--- src/hw/pwm_out_map.svh ---
// constants for the dual channel pulse width output
`ifndef PWM_OUT_MAP_SVH
`define PWM_OUT_MAP_SVH

// ***********************************
// clock and timing
// ***********************************
`define CLK_HZ 50_000_000
`define CLK_MHZ 50
`define WD_TIME_MS 100
`define WD_CYCLES (`WD_TIME_MS * (`CLK_HZ / 1000))
`define NCO_HZ_PER_UNIT 8

// ***********************************
// reset values
// ***********************************
`define DEF_PERIOD_US 16'h0FA0
`define DEF_FALLBACK 16'h0000

// ***********************************
// control and status byte fields
// ***********************************
`define CTRL_LOAD_BIT 0
`define CTRL_REG_BIT 7
`define STAT_WD_BIT 0
`define STAT_OUT_BIT 1
`define STAT_DIR_BIT 2

// ***********************************
// setpoint decode and image size
// ***********************************
`define DUTY_FULL 16'h8000
`define LOW_SPAN 15'h7FFF
`define IMAGE_BYTES_FULL 3'h6
`define IMAGE_BYTES_DATA 3'h4

`endif

--- src/hw/pwm_out_pkg.sv ---
// types for the dual channel pulse width output
package pwm_out_pkg;

    // ***********************************
    // operating modes
    // ***********************************
    typedef enum logic [1:0] {
        MODE_PWM,
        MODE_FREQ_MODULATION,
        MODE_STEPPER
    } mode_t;

    // ***********************************
    // process image, one channel
    // ***********************************
    typedef struct packed {
        logic [7:0] ctrl;
        logic [15:0] data;
    } chanOut_t;

    typedef struct packed {
        logic [7:0] status;
        logic [15:0] data;
    } chanIn_t;

    typedef chanOut_t [1:0] procOut_t;
    typedef chanIn_t [1:0] procIn_t;

endpackage

--- src/hw/dual_pwm_out.sv ---
// dual channel pulse width output, top level
// Functional notes
// - stepper mode reports output pulse count, up for positive, down for negative
// - low-side channels set independently, over 30000 duty steps, period adjustable
// - after reset: pwm mode, 250 Hz base, 10-bit duty on high side
// - image per channel: 16-bit data word plus 8-bit control/status
// - default image is six bytes; mapping changeable by configuration
// - base period and duty both configurable through 16-bit values
// - frequency modulation and pulse-with-direction modes besides pwm
// - 100 ms without process data: watchdog flag, run indicator off
// - on watchdog overflow outputs take user fallback setpoints
// - high-side setpoint signed: 0x0000 0%, 0x3FFF 50%, 0x7FFF 100%
// - high-side duty uses at most 10 bits, low bits dropped
// - low-side setpoint is a 16-bit unsigned value
// - low-side sweeps twice: 0x7FFF/0xFFFF 0%, 0x0000/0x8000 100%
// - control bit 0 rising, process mode: counter loads data word
`timescale 1ns/1ps
`include "pwm_out_map.svh"

module dual_pwm_out #(
    parameter int unsigned WD_CYCLES = `WD_CYCLES
) (
    input wire logic clk_sys,
    input wire logic resetn,
    input wire logic lowSideVariant,
    input wire logic pdStrobe,
    input wire pwm_out_pkg::procOut_t pdOut,
    input wire logic cfgWrite,
    input wire pwm_out_pkg::mode_t cfgMode,
    input wire logic [15:0] cfgPeriodUs,
    input wire logic [15:0] cfgFallback0,
    input wire logic [15:0] cfgFallback1,
    input wire logic cfgDataOnlyMap,
    output pwm_out_pkg::procIn_t pdIn,
    output logic [1:0] pwmOut,
    output logic [1:0] dirOut,
    output logic runLed,
    output logic wdOverflow,
    output logic [2:0] imageBytes
);

    // ***********************************
    // setpoint decode
    // ***********************************
    // high side: signed, 10 bits kept, negative clamps to off
    function automatic logic [15:0] decodeHigh(input logic [15:0] sp);
        logic [15:0] d;
        d = 16'h0000;
        if (sp[15]) begin
            d = 16'h0000;
        end else if (sp[14:5] == 10'h3FF) begin
            d = `DUTY_FULL;
        end else begin
            d = {1'b0, sp[14:5], 5'h00};
        end
        return d;
    endfunction

    // low side: unsigned, inverted, repeats every half range
    function automatic logic [15:0] decodeLow(input logic [15:0] sp);
        logic [15:0] d;
        d = 16'h0000;
        if (sp[14:0] == 15'h0000) begin
            d = `DUTY_FULL;
        end else begin
            d = {1'b0, `LOW_SPAN - sp[14:0]};
        end
        return d;
    endfunction

    function automatic logic [15:0] decodeDuty(input logic low, input logic [15:0] sp);
        return low ? decodeLow(sp) : decodeHigh(sp);
    endfunction

    // ***********************************
    // configuration
    // ***********************************
    pwm_out_pkg::mode_t mode_r, mode_nxt;
    logic [15:0] period_r, period_nxt;
    logic [15:0] fallback0_r, fallback0_nxt;
    logic [15:0] fallback1_r, fallback1_nxt;
    logic dataOnly_r, dataOnly_nxt;
    logic [21:0] periodCycles;

    // a zero period would wrap the boundary compare to the full counter span, so it is raised to one
    always_comb begin
        mode_nxt = mode_r;
        period_nxt = period_r;
        fallback0_nxt = fallback0_r;
        fallback1_nxt = fallback1_r;
        dataOnly_nxt = dataOnly_r;
        if (cfgWrite) begin
            mode_nxt = cfgMode;
            period_nxt = (cfgPeriodUs == 16'h0000) ? 16'h0001 : cfgPeriodUs;
            fallback0_nxt = cfgFallback0;
            fallback1_nxt = cfgFallback1;
            dataOnly_nxt = cfgDataOnlyMap;
        end
    end

    // defaults come up as pwm at 250 Hz
    always_ff @(posedge clk_sys or negedge resetn) begin
        if (!resetn) begin
            mode_r <= pwm_out_pkg::MODE_PWM;
            period_r <= `DEF_PERIOD_US;
            fallback0_r <= `DEF_FALLBACK;
            fallback1_r <= `DEF_FALLBACK;
            dataOnly_r <= 1'b0;
        end else begin
            mode_r <= mode_nxt;
            period_r <= period_nxt;
            fallback0_r <= fallback0_nxt;
            fallback1_r <= fallback1_nxt;
            dataOnly_r <= dataOnly_nxt;
        end
    end

    assign periodCycles = 22'(period_r) * 22'(`CLK_MHZ);

    // ***********************************
    // process image latch and watchdog
    // ***********************************
    logic [15:0] setp_r [2];
    logic [15:0] setp_nxt [2];
    logic [7:0] ctrl_r [2];
    logic [7:0] ctrl_nxt [2];
    logic [1:0] ctrlPrev_r, ctrlPrev_nxt;
    logic [22:0] wdCnt_r, wdCnt_nxt;
    logic wd_nxt, run_nxt;
    logic wdExpire;

    assign wdExpire = (wdCnt_r == 23'(WD_CYCLES - 1));

    // any received image restarts the watchdog
    always_comb begin
        for (int i = 0; i < 2; i++) begin
            setp_nxt[i] = setp_r[i];
            ctrl_nxt[i] = ctrl_r[i];
            if (pdStrobe) begin
                setp_nxt[i] = pdOut[i].data;
                // data-only mapping carries no control byte
                ctrl_nxt[i] = dataOnly_r ? 8'h00 : pdOut[i].ctrl;
            end
            ctrlPrev_nxt[i] = ctrl_r[i][`CTRL_LOAD_BIT];
        end
        wdCnt_nxt = wdCnt_r;
        wd_nxt = wdOverflow;
        if (pdStrobe) begin
            wdCnt_nxt = 23'd0;
            wd_nxt = 1'b0;
        end else if (wdExpire) begin
            wd_nxt = 1'b1;
        end else begin
            wdCnt_nxt = wdCnt_r + 23'd1;
        end
        run_nxt = pdStrobe | (runLed & ~wd_nxt);
    end

    // run indicator stays dark until the first image arrives
    always_ff @(posedge clk_sys or negedge resetn) begin
        if (!resetn) begin
            for (int i = 0; i < 2; i++) begin
                setp_r[i] <= 16'h0000;
                ctrl_r[i] <= 8'h00;
            end
            ctrlPrev_r <= 2'b00;
            wdCnt_r <= 23'd0;
            wdOverflow <= 1'b0;
            runLed <= 1'b0;
        end else begin
            for (int i = 0; i < 2; i++) begin
                setp_r[i] <= setp_nxt[i];
                ctrl_r[i] <= ctrl_nxt[i];
            end
            ctrlPrev_r <= ctrlPrev_nxt;
            wdCnt_r <= wdCnt_nxt;
            wdOverflow <= wd_nxt;
            runLed <= run_nxt;
        end
    end

    // ***********************************
    // channel drive
    // ***********************************
    logic [15:0] active [2];
    logic [15:0] duty [2];
    logic [15:0] count [2];
    logic [1:0] loadCount;
    logic counting;

    assign counting = (mode_r == pwm_out_pkg::MODE_STEPPER);

    // fallback replaces the last setpoint while the watchdog is out
    always_comb begin
        active[0] = wdOverflow ? fallback0_r : setp_r[0];
        active[1] = wdOverflow ? fallback1_r : setp_r[1];
        for (int i = 0; i < 2; i++) begin
            duty[i] = decodeDuty(lowSideVariant, active[i]);
            // edge of bit 0 only counts in process data mode
            loadCount[i] = counting & ctrl_r[i][`CTRL_LOAD_BIT]
                & ~ctrlPrev_r[i] & ~ctrl_r[i][`CTRL_REG_BIT];
        end
    end

    // both channels share mode and period, each has its own setpoint
    for (genvar g = 0; g < 2; g++) begin : gChan
        pwm_channel uChan (
            .clk_sys(clk_sys),
            .resetn(resetn),
            .mode(mode_r),
            .periodCycles(periodCycles),
            .duty(duty[g]),
            .freqWord(active[g]),
            .loadCount(loadCount[g]),
            .loadValue(setp_r[g]),
            .pwmOut(pwmOut[g]),
            .dirOut(dirOut[g]),
            .count(count[g])
        );
    end

    // ***********************************
    // returned image
    // ***********************************
    pwm_out_pkg::procIn_t pdIn_nxt;
    logic [2:0] bytes_nxt;

    // status reads zero when the mapping carries no status byte
    always_comb begin
        for (int i = 0; i < 2; i++) begin
            pdIn_nxt[i].data = counting ? count[i] : 16'h0000;
            pdIn_nxt[i].status = 8'h00;
            if (!dataOnly_r) begin
                pdIn_nxt[i].status[`STAT_WD_BIT] = wdOverflow;
                pdIn_nxt[i].status[`STAT_OUT_BIT] = pwmOut[i];
                pdIn_nxt[i].status[`STAT_DIR_BIT] = dirOut[i];
            end
        end
        bytes_nxt = dataOnly_r ? `IMAGE_BYTES_DATA : `IMAGE_BYTES_FULL;
    end

    always_ff @(posedge clk_sys or negedge resetn) begin
        if (!resetn) begin
            pdIn <= '0;
            imageBytes <= `IMAGE_BYTES_FULL;
        end else begin
            pdIn <= pdIn_nxt;
            imageBytes <= bytes_nxt;
        end
    end
endmodule

--- src/hw/pwm_channel.sv ---
// one output channel: pwm, frequency modulation and step pulses
`timescale 1ns/1ps
`include "pwm_out_map.svh"

module pwm_channel (
    input wire logic clk_sys,
    input wire logic resetn,
    input wire pwm_out_pkg::mode_t mode,
    input wire logic [21:0] periodCycles,
    input wire logic [15:0] duty,
    input wire logic [15:0] freqWord,
    input wire logic loadCount,
    input wire logic [15:0] loadValue,
    output logic pwmOut,
    output logic dirOut,
    output logic [15:0] count
);
    logic [21:0] cnt_r, cnt_nxt, onCycles_r, onCycles_nxt;
    logic [25:0] acc_r, acc_nxt;
    logic sq_r, sq_nxt, out_nxt, dir_nxt;
    logic [15:0] count_nxt, mag;
    logic [37:0] prod;
    logic [26:0] accSum;
    logic boundary, wrap, rise, neg, stepper;

    // ***********************************
    // period counter and duty latch
    // ***********************************
    // full scale duty is 0x8000, so the product lands on the period
    assign prod = 38'(periodCycles) * 38'(duty);
    assign boundary = (cnt_r >= periodCycles - 22'd1);
    assign stepper = (mode == pwm_out_pkg::MODE_STEPPER);
    assign neg = freqWord[15];
    assign mag = neg ? 16'(-freqWord) : freqWord;
    // oscillator runs at twice the wanted rate, each wrap toggles
    assign accSum = 27'(acc_r) + 27'({mag, 4'h0});
    assign wrap = (accSum >= 27'(`CLK_HZ));
    assign rise = wrap & ~sq_r;

    always_comb begin
        cnt_nxt = boundary ? 22'd0 : cnt_r + 22'd1;
        // new duty only at the boundary, no runt pulses
        onCycles_nxt = boundary ? prod[36:15] : onCycles_r;
        // phase continuous, so a new frequency never glitches
        acc_nxt = wrap ? 26'(accSum - 27'(`CLK_HZ)) : accSum[25:0];
        sq_nxt = wrap ? ~sq_r : sq_r;
        count_nxt = count;
        if (loadCount) begin
            count_nxt = loadValue;
        end else if (stepper && rise) begin
            count_nxt = neg ? count - 16'd1 : count + 16'd1;
        end
        dir_nxt = stepper & neg;
        case (mode)
            pwm_out_pkg::MODE_PWM: out_nxt = (cnt_r < onCycles_r);
            pwm_out_pkg::MODE_FREQ_MODULATION: out_nxt = sq_r;
            pwm_out_pkg::MODE_STEPPER: out_nxt = sq_r;
            default: out_nxt = 1'b0;
        endcase
    end

    // registers only
    always_ff @(posedge clk_sys or negedge resetn) begin
        if (!resetn) begin
            cnt_r <= 22'd0;
            onCycles_r <= 22'd0;
            acc_r <= 26'd0;
            sq_r <= 1'b0;
            count <= 16'h0000;
            pwmOut <= 1'b0;
            dirOut <= 1'b0;
        end else begin
            cnt_r <= cnt_nxt;
            onCycles_r <= onCycles_nxt;
            acc_r <= acc_nxt;
            sq_r <= sq_nxt;
            count <= count_nxt;
            pwmOut <= out_nxt;
            dirOut <= dir_nxt;
        end
    end
endmodule

--- config.mk ---
export PLATFORM = sky130hd
export DESIGN_NAME = dual_pwm_out
export DESIGN_NICKNAME = d
export VERILOG_FILES = /design/src/hw/pwm_out_pkg.sv /design/src/hw/dual_pwm_out.sv /design/src/hw/pwm_channel.sv
export VERILOG_INCLUDE_DIRS = /design/src /design/src/hw
export SDC_FILE = /design/constraint.sdc
export NUM_CORES = 2
export LEC_CHECK = 0
export ABC_CLOCK_PERIOD_IN_PS = 10700
export BUFFER_PORTS_ARGS = -buffer_cell sky130_fd_sc_hd__buf_2
export CAP_MARGIN = 15
export CORE_UTILIZATION = 59
export DETAILED_ROUTE_END_ITERATION = 10
export PLACE_DENSITY_LB_ADDON = 0.08
export SLEW_MARGIN = 20
export SYNTH_ARGS = -nofsm -noshare
export SYNTH_HDL_FRONTEND = slang
export SYNTH_SLANG_ARGS = --single-unit
--- constraint.sdc ---
create_clock -name clk_sys -period 10.7 [get_ports clk_sys]
set_clock_uncertainty 0.1 [all_clocks]
set_input_delay 1.07 -clock clk_sys [delete_from_list [all_inputs] [get_ports clk_sys]]
set_output_delay 1.07 -clock clk_sys [all_outputs]
set_load 0.005 [all_outputs]
; ---- Word-level counts from Yosys, hierarchy flattened
; Cells that the tools add are included.
[word_totals]
register_bits = 345
output_inout_bits = 57
elab_cells = 127
in_bits = 104
[op_classes]
n_mux = 36
n_eq_ne = 6
multipliers = 3
reduce_logical = 9
n_addsub = 16
bitwise_logic = 19
magnitude_cmp = 6
[ops]
columns = operator, n
row1 = $mux 16, 21
row2 = $mul 21x16->36, 2
row3 = $add 26x20->27, 2
row4 = $ge 27x26->1 const B, 2
row5 = $mux 26, 2
row6 = $sub 26x26->26 const B, 2
row7 = $mux 23, 2
row8 = $add 22x1->22 const B, 2
row9 = $ge 22x22->1, 2
row10 = $lt 22x22->1, 2
row11 = $mux 22, 2
row12 = $add 16x1->16 const B, 2
row13 = $neg 16->16, 2
row14 = $sub 16x1->16 const B, 2
row15 = $logic_not 15->1, 2
row16 = $sub 15x15->15 const A, 2
row17 = $add 23x1->23 const B, 1
row18 = $eq 23x23->1 const B, 1
row19 = $sub 22x1->22 const B, 1
row20 = $mul 16x5->21 const B, 1
row21 = $eq 10x10->1 const B, 2
row22 = $logic_not 16->1, 1
row23 = $mux 8, 2
row24 = $and 1x1->1, 11
row25 = 13 further kinds, 24

; ---- Longest topological paths before layout
[logic_depth]
depth_word = 9
ltp_mapped = 40
mapped_depth_nobuf = 37

; ---- By module
; Synthesis repeated with hierarchy kept, for this count alone.
[unflattened]
hier_cells = 4878
area_unflattened_um2 = 44375.1
[by_module_without_submodules]
columns = module, area_per_inst_um2, seq_area_each_um2, cells_each, instances
row1 = pwm_channel (gChan[1].uChan), 17908.4, 2127.0, 2027, 1
row2 = pwm_channel (gChan[0].uChan), 17815.8, 2127.0, 2055, 1
row3 = dual_pwm_out, 8650.8, 3812.4, 796, 1

; ---- Worst setup path after synthesis
; OpenSTA, ideal clock, no wires.
[synth_timing]
path_kind = reg2reg
from = register wdOverflow
to = register gChan[0].uChan.onCycles_r[20]
arrival_time_ns = 9.804
period_less_slack_ns = 10.047
path_buffers = 9
setup_time_ns = 0.144
required_time_ns = 10.456
path_stages_with_launch = 37
setup_slack_ns = 0.653
path_cell_list = dfrtp_1 -> buf_2 -> buf_2 -> buf_2 -> buf_1 -> buf_1 -> clkbuf_1 -> mux2i_1 -> ha_1 -> o21ai_0 -> nor4_1 -> nor2b_1 -> clkbuf_1 -> clkbuf_1 -> a21oi_1 -> clkbuf_1 -> nor2_1 -> fa_1 -> inv_1 -> fa_1 -> fa_1 -> inv_1 -> fa_1 -> fa_1 -> inv_1 -> fa_1 -> inv_1 -> ha_1 -> a2111oi_0 -> o21ai_0 -> o2111a_1 -> o21ai_1 -> o31ai_1 -> a2111o_1 -> a21oi_1 -> xor2_1 -> mux2i_1
[synth_via]
elab_chain_len = 6
word_cells_on_any_way = 9
classes_between = add/sub: 1 / mul: 1 / eq/ne: 1 / mux: 5 / reduce/logical: 1
[synth_rtl]
columns = element, line_no
row1 = start: declaration, dual_pwm_out.sv:38  ; output logic wdOverflow,
row2 = start signal: assignment, dual_pwm_out.sv:177  ; wdOverflow <= wd_nxt;
row3 = $mux 16 *, dual_pwm_out.sv:195  ; active[0] = wdOverflow ? fallback0_r : setp_r[0];
row4 = branches (longest 3 deep; another with $sub 15x15->15), -
row5 = $mux 16 *, dual_pwm_out.sv:72  ; return low ? decodeLow(sp) : decodeHigh(sp);
row6 = $mul 21x16->36 *, pwm_channel.sv:30  ; assign prod = 38'(periodCycles) * 38'(duty);
row7 = end signal: assignment, pwm_channel.sv:74  ; onCycles_r <= onCycles_nxt;
row8 = end: declaration, pwm_channel.sv:18  ; logic [21:0] cnt_r, cnt_nxt, onCycles_r, onCycles_nxt;
; Every way passes the cells marked *.
; A chain may end at the register's enable or synchronous reset.

; ---- Final worst setup path
[layout_timing]
from = register period_r[1]
to = register gChan[0].uChan.onCycles_r[18]
[layout_via]
elab_chain_len = 3
word_cells_on_any_way = 4
classes_between = add/sub: 1 / mul: 2 / order compare: 1
[layout_rtl]
columns = element, line_no
row1 = start: declaration, dual_pwm_out.sv:79  ; logic [15:0] period_r, period_nxt;
row2 = start signal: assignment, dual_pwm_out.sv:105  ; period_r <= `DEF_PERIOD_US;
row3 = start signal: assignment, dual_pwm_out.sv:111  ; period_r <= period_nxt;
row4 = $mul 16x5->21 *, dual_pwm_out.sv:118  ; assign periodCycles = 22'(period_r) * 22'(`CLK_MHZ);
row5 = branches (longest 2 deep; another with $mul 21x16->36), -
; Marks and branches as above.

==> metrics.yaml <==
endpoint_kind: "flip-flop"
crit_family: "adder cells"
vias: 32430
relSlewSlack: 0.2356
antenna_found_initial: 8
postLayoutCoreUtil: 0.6464
nets: 5778
synth_flop_cell: "dfrtp_1"
crit_buf_inv: 7
cts.path.max_buffers: 3
grt_pass1_wl_um: 184500
synth_compound_area_frac: 0.08869
drive_gt1_frac: 0.09663
critical_path.slowest_cell: "xnor2_1"
crit_required_ns: 11.04
register_area_um2: 8068
synth_top_cell_by_area: "fa_1"
wl_per_cell_um: 19.95
critical_path_arrival_ns: 10.52
setup.worst_path.class: "flip-flop to flip-flop"
setup_tns_ns: 0
async_flop_share: 1.000
numCtsBuffers: 38
finalMaxSlewViolations: 0
hold_slack_ns: 0.3213
grt_max_degree: 97
grt_overflow: 0
yosys.area_share.simple: 0.1589
n_fill_cell: 5982
io_buffer_count: 136
h-tree-depth: 2
die_w_um: 268.2
core-area_um2: 70030
yosysSeqAreaShare: 0.1930
hold_viol: 0
drc_errors: 0
dieArea_um2: 71920
synth_edf_count: 0
cts_num_sinks: 322
antenna_left: 0
cts_tree: "done"
multi_input_area_um2: 30600
gp_congestion: 0.9308
synth-xor-area-share: 0.05490
vias_per_cell: 5.690
grt.total_usage: 0.3333
postCtsHoldBufs: 0
clk_pin_slew_ns: 0.06
wirelength_um: 113700
chipHeight_um: 268.2
yosys.cell_count.top_type: "inv_1"
drv_cap: 0
place_hpwl_um: 89360
syn_avg_cell_area_um2: 9.060
start_kind: "flip-flop"
crit_fanout: 7
drtIter0Drc: 2297
initial_utilization: 0.5969
max_stage_delay_ns: 0.83
synthTopCellsByArea: "fa_1 26%, dfrtp_1 19%, ha_1 12%, inv_1 6.1%, nand2_1 4.8%"
area_growth_pct: 8.285
synthDistinctLibCells: 80
syn_area_um2: 41800
cts_resized: 0
pin_count: 161
dr.pass1.iters: 6
grt_pass1_vias: 33586
synthTopCellsByCount: "683 x inv_1, 539 x fa_1, 533 x nand2_1"
ys_warn_count: 0
max_slew.worst_pin.slew_ns: 1.138
hp-class: "flip-flop to flip-flop"
synth_mux_area_frac: 0.04119
fmax_mhz: 98.24
post_cts_buffers: 0
yosys_register_bits: 322
synthCells: 4614
synth_top_family_by_area: "adder cells"
status: "finished, final reports clean"
rsz0062_at_grt: "false"
insertion_delay_ns: 0.57
synth_top_area_frac: 0.2581
fin_crit_sh: 0.9514
setup_violations: 0
cts-root-buf: "clkbuf_16"
num_rows: 97
post_synth_fa_ha_maj_area_fraction: 0.3821
final.min_clock_period_ns: 10.18
layout by cell type, fill, tap and decap left out, types with 13 or more instances in the layout:
master,n
a211oi_1,15
a21o_1,84
a21oi_1,144
a31oi_1,14
and2_1,87
and3_1,61
buf_2,135
buf_4,111
clkbuf_16,38
dfrtp_1,314
fa_1,539
ha_1,414
inv_1,683
mux2_2,85
mux2i_1,75
nand2_1,533
nand2b_1,53
nand3_1,62
nand4_1,33
nor2_1,446
nor2b_1,45
nor3_1,59
nor3b_1,14
nor4_1,21
o21a_1,28
o21ai_0,127
o21ai_1,31
o21bai_1,13
or3_1,14
xnor2_1,143
xor2_1,104
metal layers:
metal	share of wire	global-route usage
met1	0.42	0.4548
met2	0.46	0.5303
met3	0.078	0.05727
met4	0.040	0.1300
met5	0.00011	0
stage by stage:
| step | setup WS [ns] | std cells | area, um^2 |
|---|---|---|---|
| 2_1_floorplan | 0.6527 | 4624 | 41840 |
| 3_3_place_gp | 0.5216 | 5620 | 43850 |
| 3_5_place_dp | 0.4303 | 5620 | 43850 |
| 4_1_cts | 0.3670 | 5689 | 45160 |
| 5_1_grt | 0.01801 | 5694 | 45250 |
| 6_report | 0.5206 | 5699 | 45260 |
sequential cells by signal, summed over array words and instances (netlist names), 23 cells and up:
name                    flops
setp_r                     32
gChan.uChan.cnt_r          44
pdIn                       37
gChan.uChan.acc_r          44
gChan.uChan.count          32
wdCnt_r                    23
gChan.uChan.onCycles_r     44
kinds of logic (layout without fill, tap and decap cells):
family | Yosys count | count (layout)
and+or+nand+nor | 1465 | 1465
adders and majority gates | 953 | 953
buffers and inverters | 874 | 1000
AOI/OAI and AO/OA | 575 | 575
DFF | 322 | 322
xor gates and xnor gates | 262 | 262
muxes | 161 | 161
other | 2 | 21
final timing paths:
path	startpoint	end	slack (ns)	cells after the start
setup / recovery	period_r[1]	gChan[0].uChan.onCycles_r[18]	0.52	33
hold / removal	ctrlPrev_nxt[0]	ctrlPrev_r[0]	0.32	0
setup reg to reg	period_r[1]	gChan[0].uChan.onCycles_r[18]	0.52	33
hold reg to reg	ctrlPrev_nxt[0]	ctrlPrev_r[0]	0.32	0
max in group asynchronous	resetn	wdCnt_r[9]	7.96	3
min in group asynchronous	resetn	pdIn[0]	0.42	1
cell type report:
type | instances | share of cell area
sequential | 322 | 0.1782
multi-input combinational | 3428 | 0.6759
timing repair buffer | 248 | 0.03392
clock inverter | 16 | 0.003897
antenna | 9 | 0.0004976
tap | 940 | 0.02598
clock buffer | 53 | 0.02491
inverter | 683 | 0.05664
Power is not shown: default switching activity piles up to over one toggle a cycle in this logic, so the estimate is an artifact.
